## src/shared/dbg_port_defs.vh

```
`ifndef DBG_PORT_DEFS_VH
`define DBG_PORT_DEFS_VH

// Processor status codes shown on the status nibble.
`define PST_CONTINUE 4'h0
`define PST_BEGIN 4'h1
`define PST_USER 4'h3
`define PST_MARK 4'h4
`define PST_BRANCH 4'h5
`define PST_RTE 4'h7
`define PST_XFER1 4'h8
`define PST_XFER4 4'hB
`define PST_EXCEPT 4'hC
`define PST_EMUL 4'hD
`define PST_STOPPED 4'hE
`define PST_HALTED 4'hF

// Core event codes presented on the core status input.
`define EV_NONE 3'h0
`define EV_BEGIN 3'h1
`define EV_BRANCH 3'h2
`define EV_EXCEPT 3'h3
`define EV_EMUL 3'h4
`define EV_STOP 3'h5
`define EV_USER 3'h6
`define EV_RTE 3'h7

// Serial shift length and trace entry geometry.
`define SER_BITS 6'h20
`define ENTRY_BITS 32
`define FIFO_DEPTH 2

// Reset value of the serial output register.
`define DSO_RESET 1'b0

`endif

```

## src/design/dbg_sync2.v

```verilog
`timescale 1ns/1ps
`include "dbg_port_defs.vh"

// Two-flop synchroniser; the first stage feeds only the second.
module dbg_sync2 (
    input wire i_sys_clk,
    input wire i_nrst,
    input wire i_async,
    output reg o_sync
);
    reg meta_q;

    // Two stages clear metastability before any logic reads the level.
    always @(posedge i_sys_clk or negedge i_nrst) begin
        if (!i_nrst) begin
            meta_q <= 1'b0;
            o_sync <= 1'b0;
        end else begin
            meta_q <= i_async;
            o_sync <= meta_q;
        end
    end
endmodule

```

## src/design/dbg_trace_port.v

```verilog
`timescale 1ns/1ps
`include "dbg_port_defs.vh"
// Operation
// - Serial clock level accepted after two equal samples.
// - Serial clock rise samples input, updates output.
// - Serial output comes from a register.
// - Breakpoint halts after instruction, status shows 0xF.
// - Data nibble shows breakpoint status unless capturing.
// - Write-trace instruction captures its operand unless FIFO full.
// - Both nibbles refresh every processor cycle.
// - Status nibble tracks pipeline, not bus transfer.
// - All debug signals unidirectional, rising-edge timed.
// - Eight-bit trace output: status and data nibbles.
// - Indirect branch targets shown nibble per cycle.
// - Two-entry 32-bit FIFO buffers captured values.
// - Entries unloaded low nibble first.
// - Stall core while both entries full, one cycle late.
// - Flash security blocks serial debug traffic.
// - Serial channel: clock, input, output, full duplex.
// - Halt mode keeps core halted during commands.
// - Serial commands may run while core executes.
// - Codes 0x8-0xB precede data by one cycle.
// - Code 0x1 first cycle, 0x0 later cycles.
// - Hold 0xC exceptions and 0xD emulator entry.
// - Hold 0xE while stopped until interrupt.
module dbg_trace_port #(
    parameter ENTRY_W = `ENTRY_BITS,
    parameter DEPTH = `FIFO_DEPTH
) (
    input wire i_sys_clk,
    input wire i_nrst,
    input wire i_debug_serial_clock,
    input wire i_debug_serial_in,
    input wire i_breakpoint_request,
    input wire i_flash_secure,
    input wire i_capture_enable,
    input wire i_branch_target_enable,
    input wire [2:0] i_core_event,
    input wire i_core_cycle_more,
    input wire i_core_insn_done,
    input wire i_interrupt,
    input wire i_wdata_valid,
    input wire [1:0] i_wdata_size,
    input wire [ENTRY_W-1:0] i_wdata,
    input wire i_capture_valid,
    input wire [1:0] i_capture_size,
    input wire [ENTRY_W-1:0] i_capture_data,
    input wire i_branch_indirect,
    input wire [ENTRY_W-1:0] i_branch_target,
    input wire [3:0] i_breakpoint_request_status,
    input wire i_halt_release,
    output reg o_debug_serial_out,
    output reg [3:0] o_processor_status_nibble,
    output reg [3:0] o_trace_data_nibble,
    output reg o_processor_clock_out,
    output reg o_core_stall,
    output reg o_core_halted,
    output reg o_serial_word_valid,
    output reg [ENTRY_W-1:0] o_serial_word
);
    // Nibble count of an entry from its byte size code (0 = one byte).
    function [3:0] nibbles_of;
        input [1:0] size;
        begin
            nibbles_of = {1'b0, size, 1'b1} + 4'h1;
        end
    endfunction

    wire sclk_s;
    wire sdi_s;
    reg sclk_a_q;
    reg sclk_ok_q;
    reg sclk_prev_q;
    reg [ENTRY_W-1:0] shin_q;
    reg [ENTRY_W-1:0] shout_q;
    reg [5:0] bitcnt_q;
    reg [ENTRY_W-1:0] mem_q [0:DEPTH-1];
    reg [1:0] msize_q [0:DEPTH-1];
    reg [1:0] count_q;
    reg rd_q;
    reg wr_q;
    reg [3:0] nib_left_q;
    reg [ENTRY_W-1:0] shdata_q;
    reg active_q;
    reg announced_q;
    reg hold_q;
    reg [3:0] hold_code_q;
    reg breakpoint_request_pend_q;
    reg halted_q;
    reg push;
    reg [ENTRY_W-1:0] push_data;
    reg [1:0] push_size;
    reg pop;
    reg [3:0] pst_d;
    reg mark_now;
    wire sclk_rise;

    // Serial clock and input cross into the processor clock domain.
    dbg_sync2 u_sync_clk (
        .i_sys_clk(i_sys_clk),
        .i_nrst(i_nrst),
        .i_async(i_debug_serial_clock),
        .o_sync(sclk_s)
    );
    dbg_sync2 u_sync_din (
        .i_sys_clk(i_sys_clk),
        .i_nrst(i_nrst),
        .i_async(i_debug_serial_in),
        .o_sync(sdi_s)
    );

    // A level counts only after two consecutive equal samples.
    always @(posedge i_sys_clk or negedge i_nrst) begin
        if (!i_nrst) begin
            sclk_a_q <= 1'b0;
            sclk_ok_q <= 1'b0;
            sclk_prev_q <= 1'b0;
        end else begin
            sclk_a_q <= sclk_s;
            if (sclk_s == sclk_a_q)
                sclk_ok_q <= sclk_s;
            sclk_prev_q <= sclk_ok_q;
        end
    end
    assign sclk_rise = sclk_ok_q & ~sclk_prev_q;

    // Full-duplex shifter; secure flash freezes it so nothing leaks out.
    // It runs regardless of whether the core executes or is halted.
    always @(posedge i_sys_clk or negedge i_nrst) begin
        if (!i_nrst) begin
            shin_q <= {ENTRY_W{1'b0}};
            shout_q <= {ENTRY_W{1'b0}};
            bitcnt_q <= 6'h00;
            o_debug_serial_out <= `DSO_RESET;
            o_serial_word_valid <= 1'b0;
            o_serial_word <= {ENTRY_W{1'b0}};
        end else begin
            o_serial_word_valid <= 1'b0;
            if (i_flash_secure) begin
                bitcnt_q <= 6'h00;
                o_debug_serial_out <= `DSO_RESET;
            end else if (sclk_rise) begin
                shin_q <= {shin_q[ENTRY_W-2:0], sdi_s};
                o_debug_serial_out <= shout_q[ENTRY_W-1];
                shout_q <= {shout_q[ENTRY_W-2:0], 1'b0};
                if (bitcnt_q == `SER_BITS - 6'h01) begin
                    bitcnt_q <= 6'h00;
                    o_serial_word_valid <= 1'b1;
                    o_serial_word <= {shin_q[ENTRY_W-2:0], sdi_s};
                    shout_q <= {shin_q[ENTRY_W-2:0], sdi_s};
                end else begin
                    bitcnt_q <= bitcnt_q + 6'h01;
                end
            end
        end
    end

    // Pick the capture source; the write-trace operand always wins.
    always @* begin
        push = 1'b0;
        push_data = i_capture_data;
        push_size = i_capture_size;
        if (i_wdata_valid) begin
            push = 1'b1;
            push_data = i_wdata;
            push_size = i_wdata_size;
        end else if (i_branch_indirect && i_branch_target_enable) begin
            push = 1'b1;
            push_data = i_branch_target;
            push_size = 2'h3;
        end else if (i_capture_valid && i_capture_enable) begin
            push = 1'b1;
        end
    end

    // Two-entry FIFO; a push is dropped while full, even in the first full
    // cycle, before the registered stall has reached the core.
    always @(posedge i_sys_clk or negedge i_nrst) begin
        if (!i_nrst) begin
            count_q <= 2'h0;
            rd_q <= 1'b0;
            wr_q <= 1'b0;
            mem_q[0] <= {ENTRY_W{1'b0}};
            mem_q[1] <= {ENTRY_W{1'b0}};
            msize_q[0] <= 2'h0;
            msize_q[1] <= 2'h0;
        end else begin
            if (push && count_q != DEPTH) begin
                mem_q[wr_q] <= push_data;
                msize_q[wr_q] <= push_size;
                wr_q <= ~wr_q;
            end
            if (pop)
                rd_q <= ~rd_q;
            if ((push && count_q != DEPTH) && !pop)
                count_q <= count_q + 2'h1;
            else if (pop && !(push && count_q != DEPTH))
                count_q <= count_q - 2'h1;
        end
    end

    // Start unloading the head when idle and already announced.
    always @* begin
        pop = 1'b0;
        if (!active_q && count_q != 2'h0 && announced_q)
            pop = 1'b1;
    end

    // Status nibble from pipeline events; announce code leads the data.
    always @* begin
        pst_d = `PST_CONTINUE;
        mark_now = 1'b0;
        if (halted_q)
            pst_d = `PST_HALTED;
        else if (hold_q && !(hold_code_q == `PST_STOPPED && i_interrupt))
            pst_d = hold_code_q;
        else if (!active_q && count_q != 2'h0 && !announced_q) begin
            pst_d = `PST_XFER1 + {2'b00, msize_q[rd_q]};
            mark_now = 1'b1;
        end else begin
            case (i_core_event)
                `EV_BEGIN: pst_d = i_wdata_valid ? `PST_MARK : `PST_BEGIN;
                `EV_BRANCH: pst_d = `PST_BRANCH;
                `EV_EXCEPT: pst_d = `PST_EXCEPT;
                `EV_EMUL: pst_d = `PST_EMUL;
                `EV_STOP: pst_d = `PST_STOPPED;
                `EV_USER: pst_d = `PST_USER;
                `EV_RTE: pst_d = `PST_RTE;
                default: pst_d = `PST_CONTINUE;
            endcase
        end
    end

    // Outputs refresh every cycle; the clock output toggles for sampling.
    always @(posedge i_sys_clk or negedge i_nrst) begin
        if (!i_nrst) begin
            o_processor_status_nibble <= `PST_CONTINUE;
            o_trace_data_nibble <= 4'h0;
            o_processor_clock_out <= 1'b0;
            o_core_stall <= 1'b0;
            o_core_halted <= 1'b0;
            active_q <= 1'b0;
            announced_q <= 1'b0;
            nib_left_q <= 4'h0;
            shdata_q <= {ENTRY_W{1'b0}};
            hold_q <= 1'b0;
            hold_code_q <= `PST_CONTINUE;
            breakpoint_request_pend_q <= 1'b0;
            halted_q <= 1'b0;
        end else begin
            o_processor_clock_out <= ~o_processor_clock_out;
            o_processor_status_nibble <= pst_d;
            o_core_stall <= (count_q == DEPTH);
            o_core_halted <= halted_q;
            // The low nibble leaves on the pop edge, so data follows the
            // marker by exactly one cycle.
            if (pop) begin
                o_trace_data_nibble <= mem_q[rd_q][3:0];
                shdata_q <= {4'h0, mem_q[rd_q][ENTRY_W-1:4]};
                nib_left_q <= nibbles_of(msize_q[rd_q]) - 4'h1;
                active_q <= 1'b1;
                announced_q <= 1'b0;
            end else if (active_q) begin
                o_trace_data_nibble <= shdata_q[3:0];
                shdata_q <= {4'h0, shdata_q[ENTRY_W-1:4]};
                nib_left_q <= nib_left_q - 4'h1;
                if (nib_left_q == 4'h1)
                    active_q <= 1'b0;
            end else begin
                // Only a marker that really went out arms the unload.
                if (mark_now)
                    announced_q <= 1'b1;
                o_trace_data_nibble <= i_breakpoint_request_status;
            end
            // Multi-cycle modes latch their code until they end.
            if (!hold_q && (pst_d == `PST_EXCEPT || pst_d == `PST_EMUL ||
                    pst_d == `PST_STOPPED) && !halted_q) begin
                hold_q <= 1'b1;
                hold_code_q <= pst_d;
            end else if (hold_q && ((hold_code_q == `PST_STOPPED) ?
                    i_interrupt : i_core_insn_done)) begin
                hold_q <= 1'b0;
            end
            // Breakpoint waits for the current instruction to finish.
            if (i_breakpoint_request)
                breakpoint_request_pend_q <= 1'b1;
            if ((breakpoint_request_pend_q || i_breakpoint_request) && i_core_insn_done
                    && !i_core_cycle_more) begin
                halted_q <= 1'b1;
                breakpoint_request_pend_q <= 1'b0;
            end else if (i_halt_release && !i_breakpoint_request) begin
                halted_q <= 1'b0;
            end
        end
    end
endmodule

```

## config.mk

```make
export PLATFORM = sky130hd
export DESIGN_NAME = dbg_trace_port
export DESIGN_NICKNAME = d
export VERILOG_FILES = /design/src/design/dbg_sync2.v /design/src/design/dbg_trace_port.v
export VERILOG_INCLUDE_DIRS = /design/src /design/src/shared
export SDC_FILE = /design/constraint.sdc
export NUM_CORES = 1
export LEC_CHECK = 0
export BUFFER_PORTS_ARGS = -buffer_cell sky130_fd_sc_hd__buf_2
export CAP_MARGIN = 5
export CORE_AREA = 2 2 139 141
export DETAILED_ROUTE_END_ITERATION = 16
export DIE_AREA = 0 0 141 143
export PLACE_DENSITY = 0.87
export SKIP_LAST_GASP = 1
export SYNTH_ARGS = -nofsm -noshare
export SYNTH_HDL_FRONTEND = slang
export SYNTH_HIERARCHICAL = 1
export SYNTH_SLANG_ARGS = --single-unit
```

## constraint.sdc

```tcl
create_clock -name i_sys_clk -period 2.4 [get_ports i_sys_clk]
set_clock_uncertainty 0.05 [all_clocks]
set_input_delay 0 -clock i_sys_clk [delete_from_list [all_inputs] [get_ports i_sys_clk]]
set_output_delay 0 -clock i_sys_clk [all_outputs]
set_load 0.02 [all_outputs]
```

* Word level (Yosys, flattened, before mapping) *
Cells that the tools add are included.

word-level totals
  register bits after elaboration = 238
  input bits = 122
  output and inout bits = 45
  word-level logic and storage cells = 166

operators by class
  add/sub/neg operators = 7
  order comparisons = 3
  equality and inequality tests = 17
  mux-type cells = 58
  bitwise operators = 8
  reductions and logical operators = 40

operator list
  cell                                                      count
  2-to-1 mux 32 bit                                         9
  bitwise mux 64 bit                                        1
  demux 32 bit (select 1 bit)                               1
  2-to-1 mux 4 bit                                          7
  one-hot mux 4 bit (7 select lines)                        1
  2-to-1 mux 1 bit                                          25
  2-to-1 mux 6 bit                                          3
  logical AND 1 bit                                         17
  equality test 4 bit, second input constant                4
  2-to-1 mux 2 bit                                          8
  nonzero test 2 bit                                        8
  equality test 3 bit, second input constant                4
  logical NOT 1 bit                                         9
  subtractor 4 x 1 -> 4 bit, second input constant          2
  adder 6 x 1 -> 6 bit, second input constant               1
  equality test 3 x 2 -> 1 bit, second input constant       2
  equality test 6 x 5 -> 1 bit, second input constant       1
  NOT 1 bit                                                 5
  adder 3 x 1 -> 4 bit, second input constant               1
  adder 4 x 2 -> 4 bit, first input constant                1
  bitwise mux 4 bit                                         1
  equality test 4 x 1 -> 1 bit, second input constant       1
  greater-or-equal comparator 2 bit, second input constant  2
  NOT 1 -> 2 bit                                            2
  14 further kinds                                          17

* Depth between registers and ports, before layout *
Gate-level depths: netlist (run 1).

  depth in word-level cells = 14
  mapped depth = 8
  depth with buffers taken out = 6

* Cells and area by module *
The synthesis (run 1) kept the hierarchy.

by module, submodules not included
  module          instances  cells an instance  area each (sq um)  sequential area each (sq um)
  dbg_trace_port  1          1000               10128.5            5755.5
  dbg_sync2       2          2                  50.0               50.0

* Worst setup path before layout (run 1) *
Ideal clock, no wire load.

  kind = register -> register
  start = register active_q
  end = register count_q[1]
  setup time = 0.125 ns
  arrival = 1.714 ns
  slack = 0.510 ns
  cell stages (with the launch flop) = 9
  buffers on the path = 2
  cells stage by stage = dfrtp_1 buf_2 clkinv_1 o211ai_1 clkbuf_1 ha_1 xor2_1 nor2_1 xor2_1

on the way
  cells in the longest elaborated chain, start to end = 7

ends and longest elaborated chain
  element                                                        line                  RTL
  start, declared                                                dbg_trace_port.v:84   reg active_q;
  start signal, assigned                                         dbg_trace_port.v:242  active_q <= 1'b0;
  start signal, assigned                                         dbg_trace_port.v:261  active_q <= 1'b1;
  start signal, assigned                                         dbg_trace_port.v:268  active_q <= 1'b0;
  logical NOT 1 bit *                                            dbg_trace_port.v:205  if (!active_q && count_q != 2'h0 && announced_q)
  logical AND 1 bit * (2 in a row)                               dbg_trace_port.v:205
  2-to-1 mux 1 bit *                                             dbg_trace_port.v:205
  logical NOT 1 bit                                              dbg_trace_port.v:195  if ((push && count_q != DEPTH) && !pop)
  logical AND 1 bit                                              dbg_trace_port.v:195
  2-to-1 mux 2 bit / nonzero test 2 bit (equally long branches)  n/a
  end signal, assigned                                           dbg_trace_port.v:196  count_q <= count_q + 2'h1;
  end signal, assigned                                           dbg_trace_port.v:198  count_q <= count_q - 2'h1;
  end, declared                                                  dbg_trace_port.v:79   reg [1:0] count_q;

Every way passes the cells marked *; elsewhere a longest branch is shown, timed or not.
A chain may end at the register's enable or synchronous reset.

* Worst setup path in the final report (run 1) *
  start = register bitcnt_q[0]
  end = register o_serial_word[0]

on the way
  cells in the longest elaborated chain, start to end = 2

ends and longest elaborated chain
  element                               line                  RTL
  start, declared                       dbg_trace_port.v:76   reg [5:0] bitcnt_q;
  start signal, assigned                dbg_trace_port.v:152  bitcnt_q <= bitcnt_q + 6'h01;
  equality test 6 x 5 -> 1 bit          dbg_trace_port.v:146  if (bitcnt_q == `SER_BITS - 6'h01) begin
  AND reduction 3 bit (no source line)  n/a
  end signal, assigned                  dbg_trace_port.v:136  o_serial_word <= {ENTRY_W{1'b0}};
  end signal, assigned                  dbg_trace_port.v:149  o_serial_word <= {shin_q[ENTRY_W-2:0], sdi_s};
  end, declared                         dbg_trace_port.v:59   output reg [ENTRY_W-1:0] o_serial_word

Every way passes these cells.

==> out/qor.csv, run 1 <==
stage,metric,value,unit
die,site row count,50,
finish,area of the multi-input gates,0.004093,mm^2
place,"worst slack, placed",310.3,ps
worst_setup_path,crit-path cells,"ha_1, nand2_1, or3_2, buf_4, o21ai_0, o21ai_0",
sta,fin crit period,2163,ps
worst_setup_path,most frequent cell on the critical path,o21ai_0,
place,# port buffers,166,
worst_setup_path,CP Max Fanout,53,
logic_synthesis,top cell type's share of synthesized area,57.25,%
route,DR WL/cell,17.02,um
sta,Final Max Tran Viols,0,
finish,Area growth syn-to-layout,28.27,%
power,combinational share of power,26.8,%
finish,share of cells above drive strength 1,23.07,%
finish,antenna cells,0,
finish,Final Util,70.61,%
power,Lkg Pwr,6.682,nW
logic_synthesis,"FFs w/ async S/R, synth",100.0,%
sta,Worst Max-Slew Pin Slew,839.1,ps
place,Placed Instances,1358,
power,Max IR drop VDD,0.0006399,V
hold_path,HP Class,in2reg,
die,core area,0.01858,mm^2
global_route,vias in the first global route,8669,
finish,most frequent cells in the layout,"nand2_1 (299), dfrtp_1 (232), buf_2 (165)",
power,P_int,9.016,mW
die,Die Width,141,um
worst_setup_path,Max stage delay on crit path,480,ps
clock_network,H-tree levels,1,
logic_synthesis,Netlist Area Pre-Place,0.01023,mm^2
clock_network,worst-case clock buffer depth,3,
power,Switch Pwr,4.261,mW
worst_setup_path,CP top delay family,simple AND/OR/NAND/NOR gates,
worst_setup_path,CP max-delay cell,or3_2,
die,num ports,167,
logic_synthesis,leading area contributor after synthesis,dfrtp_1,
sta,Relative slew margins,44.06,%
route,DR vias/cell,5.600,
logic_synthesis,dominant cells by area after synthesis,"dfrtp_1 (57%), nand2_1 (11%), mux2i_1 (7.7%)",
global_route,antenna violations before repair,0,
clock_network,Worst-Skew Late Latency,510,ps
worst_setup_path,reg2reg setup slack,240,ps
die,total die area,0.02016,mm^2
worst_setup_path,crit start category,flop,
power,switching share of power,32.09,%
run,maxcap violations,0,
clock_network,# resized after CTS,0,
sta,final number of setup-violating endpoints,0,
finish,"Design Area, Final",0.01312,mm^2
logic_synthesis,yosys warns,6,
sta,RSZ-0062 raised after global routing,no,
global_route,GRT overflow,0,
clock_network,Root Driver,clkbuf_16,
logic_synthesis,Post-synth EDFFs,0,
finish,fill count,1197,
global_route,first-pass GRT wire length,41.75,mm
logic_synthesis,syn_area_per_cell,10.19,um^2
worst_setup_path,Worst EP arrival,2460,ps
place,Placement Cell Area,0.01134,mm^2
sta,hold slack,2.820,ps
route,DR vias,8350,
clock_network,Clock Sinks,234,
sta,setup tns final,0,ps
worst_setup_path,worst path bufs/invs,1,
logic_synthesis,Main synth FF type,dfrtp_1,
logic_synthesis,register area share after synthesis,57.25,%
finish,Seq. cell area,0.005858,mm^2
worst_setup_path,Worst EP required,2690,ps
clock_network,CTS tree,built,
place,RePlAce Congestion,0.8126,
sta,final hold violations,0,
power,total power,13.28,mW
place,Detailed Place HPWL,14.55,mm
logic_synthesis,post-synth cell types,45,
die,Die H,143,um
logic_synthesis,Yosys reg bits,234,
power,PD cells,1012,mW/mm^2
power,Clock Power Share,30.8,%
worst_setup_path,Crit Path Category,reg2reg,
finish,fin nets,1365,
logic_synthesis,synthesized netlist net count,1130,
global_route,total track usage,25.48,%
sta,Final Cycle Share,90.13,%
route,WL final,25.38,mm
power,Sequential Power Share,42.4,%
sta,Worst Slack Setup Final,236.9,ps
finish,post-route non-filler standard cell count,1491,
clock_network,clock transition at the registers of the reported paths,60,ps
run_status,status,"complete, no violations",
worst_setup_path,crit end category,flop,
sta,f_max,462.3,MHz
finish,"commonest non-fill, non-tap cell in the layout",nand2_1,
route,DR iter-0 viols,552,
die,Initial Util,55.05,%
route,DRC viols,0,
route,1st-pass router iterations,5,
route,Final ANT Viol Nets,0,
logic_synthesis,Cells after Synth,1004,
clock_network,total CTS buffers,24,
global_route,largest net degree at the start of global routing,96,
## path summary, 6_finish.rpt
| check | startpoint | to | cells past startpoint |
|---|---|---|---|
| max in group asynchronous | i_nrst | o_serial_word[21]$_DFFE_PN0P_ | 3 |
| min in group asynchronous | i_nrst | shout_q[7]$_DFFE_PN0P_ | 2 |
| worst min register to register | u_sync_clk/meta_q$_DFF_PN0_ | u_sync_clk/o_sync$_DFF_PN0_ | 0 |
| worst max-delay path | bitcnt_q[0]$_DFFE_PN0P_ | o_serial_word[0]$_DFFE_PN0P_ | 6 |
| worst min-delay path | i_branch_target[4] | mem_q[4]$_DFFE_PN0P_ | 4 |
| worst max register to register | bitcnt_q[0]$_DFFE_PN0P_ | o_serial_word[0]$_DFFE_PN0P_ | 6 |
## layout make-up
class	count	share of cell area [%]
Clock inverter	13	1.507
Multi-Input combinational cell	695	31.19
Clock buffer	31	5.245
Sequential cell	234	44.65
Inverter	9	0.2575
Timing Repair Buffer	275	14.92
Tap cell	234	2.232
## power groups by stage
| stage | Sequential, mW | Clock, mW | Combinational, mW |
|---|---|---|---|
| 6_report | 5.63 | 4.09 | 3.56 |
| 5_1_grt | 5.74 | 4.31 | 3.94 |
| 4_1_cts | 5.59 | 4.14 | 3.47 |
| 3_5_place_dp | 5.65 | 0 | 3.27 |
| 3_3_place_gp | 5.58 | 0 | 3.13 |
| 2_1_floorplan | 5.50 | 0 | 2.36 |
## cell families after synthesis
kind of cell | after synthesis | share of synthesized area [%]
AND/OR/NAND/NOR | 384 | 15.55
flip-flops | 234 | 57.25
AO/OA/AOI/OAI | 167 | 9.603
buffers and inverters | 75 | 2.924
multiplexers | 129 | 13.24
adder cells (fa/ha/maj) | 5 | 0.5872
XOR/XNOR | 10 | 0.8562
## state kept, by name, indices dropped and copies added, names as in the netlist, 2 cells and up
name	cells
o_trace_data_nibble	4
msize_q	4
mem_q	64
shin_q	31
o_processor_status_nibble	4
count_q	2
shdata_q	28
shout_q	32
nib_left_q	4
hold_code_q	4
bitcnt_q	6
o_serial_word	32
## worst reg2reg max path: stages (launching register included)
cell,delay [ps]
dfrtp_1,390
ha_1,220
nand2_1,110
or3_2,480
buf_4,320
o21ai_0,290
o21ai_0,140
## routing by layer
| metal | vias up | share of wire [%] | global-route usage [%] |
|---|---|---|---|
| li1 | 3900 | - | - |
| met1 | 4078 | 39 | 30.22 |
| met2 | 298 | 52 | 47.19 |
| met3 | 74 | 5.2 | 4.091 |
| met4 | 0 | 3.2 | 8.789 |
| met5 | - | 0 | 0 |
## what timing repair did
item | CTS | global route
hold buffers | 89 | 0
setup buffers | 0 | 0
hold endpoints to repair | 294 | 0
## cell usage after synthesis, types with 2 or more instances
library cell,count
nand2_1,299
xor2_1,5
a21oi_1,12
buf_2,8
or2_2,3
clkbuf_1,49
a21o_1,2
mux2_2,50
buf_1,8
o21a_1,2
nor2b_1,2
ha_1,4
mux2i_1,79
nand2b_1,5
nand3_1,47
o221ai_1,28
xnor2_1,5
nor2_1,14
nor3_1,3
o211ai_1,2
dfrtp_1,234
o21ai_0,113
inv_1,8
No activity file was read; power rests on OpenSTA's default activity.
==> inputs of run 2 (changes only) <==
CORE_AREA = 2 2 154 156   (was 2 2 139 141)
CTS_CLUSTER_SIZE = 28   (was unset)
DIE_AREA = 0 0 156 158   (was 0 0 141 143)
PLACE_DENSITY = 0.65   (was 0.87)
==> run 2 against run 1 <==
  * Combinational power shrank 2%
  * Sequential share of layout area shrank 0.41 points
  * Sequential power shrank 2%
  * Clock-buffer cell count grew 7
  * Utilization shrank 13 points
  * Critical path depth is the same
  * Register-to-register slack gained 120 ps
  * Critical endpoint unchanged
==> out/qor.csv, run 2 (synthesis results as in run 1) <==
stage,metric,value,unit,change
run_status,status,"complete, no violations",,
hold_path,HP Class,in2async,,
global_route,met1 usage,26.24,%,-4.0 points
die,total die area,0.02465,mm^2,+22%
sta,Relative slew margins,54.70,%,+11 points
sta,final hold violations,0,,unchanged
power,Lkg Pwr,6.718,nW,+0.55%
power,Max IR drop VDD,0.0006640,V,+3.8%
die,core area,0.02305,mm^2,+24%
sta,Final Max Tran Viols,0,,unchanged
route,Final ANT Viol Nets,0,,unchanged
route,DR vias/cell,5.078,,-9.3%
route,1st-pass router iterations,5,,unchanged
clock_network,worst-case clock buffer depth,3,,unchanged
clock_network,H-tree levels,1,,unchanged
die,Die H,158,um,+10%
route,DRC viols,0,,unchanged
finish,fin nets,1372,,+0.51%
die,Die Width,156,um,+11%
route,DR WL/cell,14.43,um,-15%
global_route,met3 track demand over resource,2.984,%,-1.1 points
place,Detailed Place HPWL,13.89,mm,-4.6%
finish,most frequent cells in the layout,"nand2_1 (299), dfrtp_1 (232), buf_2 (165)",,
sta,Worst Max-Slew Pin Slew,677.9,ps,-161.3 ps
finish,max reg flops,64,,unchanged
sta,Final Cycle Share,85.10,%,-5.0 points
route,WL final,22.42,mm,-12%
clock_network,clock transition at the registers of the reported paths,60,ps,about the same
worst_setup_path,Worst EP required,2700,ps,about the same
global_route,M2 GR Usage,30.13,%,-17 points
worst_setup_path,crit end category,flop,,
clock_network,Root Driver,clkbuf_16,,
die,site row count,56,,+12%
run,maxcap violations,0,,unchanged
finish,largest reg by FF count,mem_q,,
sta,RSZ-0062 raised after global routing,no,,
clock_network,total CTS buffers,26,,+8.3%
worst_setup_path,CP Max Fanout,55,,+3.8%
sta,setup tns final,0,ps,unchanged
clock_network,CTS tree,built,,
clock_network,Worst-Skew Late Latency,510,ps,about the same
worst_setup_path,crit start category,flop,,
place,RePlAce Congestion,0.7846,,-3.4%
global_route,vias in the first global route,7598,,-12%
global_route,first-pass GRT wire length,37.40,mm,-10%
finish,"commonest non-fill, non-tap cell in the layout",nand2_1,,
sta,fin crit period,2042,ps,-120.7 ps
global_route,antenna violations before repair,1,,+1
power,PD cells,976.2,mW/mm^2,-3.5%
global_route,total track usage,18.49,%,-7.0 points
power,total power,12.93,mW,-2.6%
sta,f_max,489.6,MHz,+5.9%
global_route,busiest grt layer,met2,,
finish,antenna cells,0,,unchanged
place,# port buffers,166,,unchanged
clock_network,Clock Sinks,234,,unchanged
global_route,GRT overflow,0,,unchanged
die,Initial Util,44.37,%,-11 points
route,DR vias,7891,,-5.5%
finish,Area growth syn-to-layout,29.46,%,
sta,final number of setup-violating endpoints,0,,unchanged
global_route,largest net degree at the start of global routing,96,,unchanged
route,DR iter-0 viols,398,,-28%
finish,top flop regs,"mem_q: 64 flops, o_serial_word: 32 flops, shout_q: 32 flops",,
worst_setup_path,Crit Path Category,reg2reg,,
die,num ports,167,,unchanged
finish,share of cells above drive strength 1,23.02,%,-0.049 points
worst_setup_path,Worst EP arrival,2340,ps,-120 ps
-- run 2: changes by cell type in the layout (fill, tap and decap cells not counted) --
cell | before | now
clkinvlp_4 | 3 | 0
clkbuf_1 | 2 | 6
buf_12 | 6 | 9
bufinv_16 | 5 | 2
clkbuf_16 | 25 | 27
clkbuf_8 | 4 | 5
clkinv_2 | 5 | 6
dlygate4sd3_1 | 89 | 91
-- run 2: per-layer routing --
layer,share of wire [%],wire length (um),vias to the layer above
met5,0.058,13,-
met4,1.2,268,2
met3,4.5,1004,22
met2,47,10590,181
met1,47,10540,3771
li1,-,-,3915
-- run 2: critical path, cell delays in order, from the launching register on --
cell	delay (ps)
dfrtp_1	380
ha_1	200
nand2_1	110
or3_2	460
buf_4	330
o21ai_0	230
o21ai_0	120
-- run 2: what timing repair did --
item	CTS	global route
endpoints found under the hold margin	333	0
hold buffers	91	0
setup buffers	0	0
resized for setup	0	0
-- run 2: report_power, final --
part	internal [mW]	switching [mW]	leakage (nW)
Combinational	1.51	1.98	3.25
Sequential	4.95	0.555	3.04
Clock	2.41	1.51	0.427
-- run 2: layout make-up --
class | count | area [um^2]
flip-flops and latches | 234 | 5858
multi-input cells | 695 | 4093
fillers | 1985 | 9811
inverters | 9 | 33.78
well taps | 290 | 362.8
clock buffers | 38 | 767.0
repair buffers | 280 | 2037
clock inverters | 8 | 90.09
-- run 2: through the flow --
step | hold slack, ps | utilization, % | cells | instance area [um^2] | worst slack (ps)
detailed placement | -4.820 | 49.77 | 1417 | 11470 | 344.9
CTS | 38.14 | 57.44 | 1554 | 13240 | 337.0
floorplan | -345.6 | - | 1004 | 10230 | 510.5
global placement | -7.492 | 49.77 | 1417 | 11470 | 401.3
global route | 58.24 | 57.44 | 1554 | 13240 | 227.1
finish | 29.47 | 57.44 | 1554 | 13240 | 357.6
-- run 2: path summary, 6_finish.rpt --
| path | slack [ps] | depth (start not counted) | from | end |
|---|---|---|---|---|
| worst max-delay path | 360 | 6 | bitcnt_q[0]$_DFFE_PN0P_ | o_serial_word[0]$_DFFE_PN0P_ |
| worst min-delay path | 30 | 2 | i_nrst | o_serial_word[8]$_DFFE_PN0P_ |
| worst max register to register | 360 | 6 | bitcnt_q[0]$_DFFE_PN0P_ | o_serial_word[0]$_DFFE_PN0P_ |
| worst min register to register | 300 | 0 | u_sync_din/meta_q$_DFF_PN0_ | u_sync_din/o_sync$_DFF_PN0_ |
| max in group asynchronous | 1540 | 3 | i_nrst | mem_q[51]$_DFFE_PN0P_ |
| min in group i_sys_clk | 60 | 4 | i_capture_enable | wr_q$_DFFE_PN0P_ |
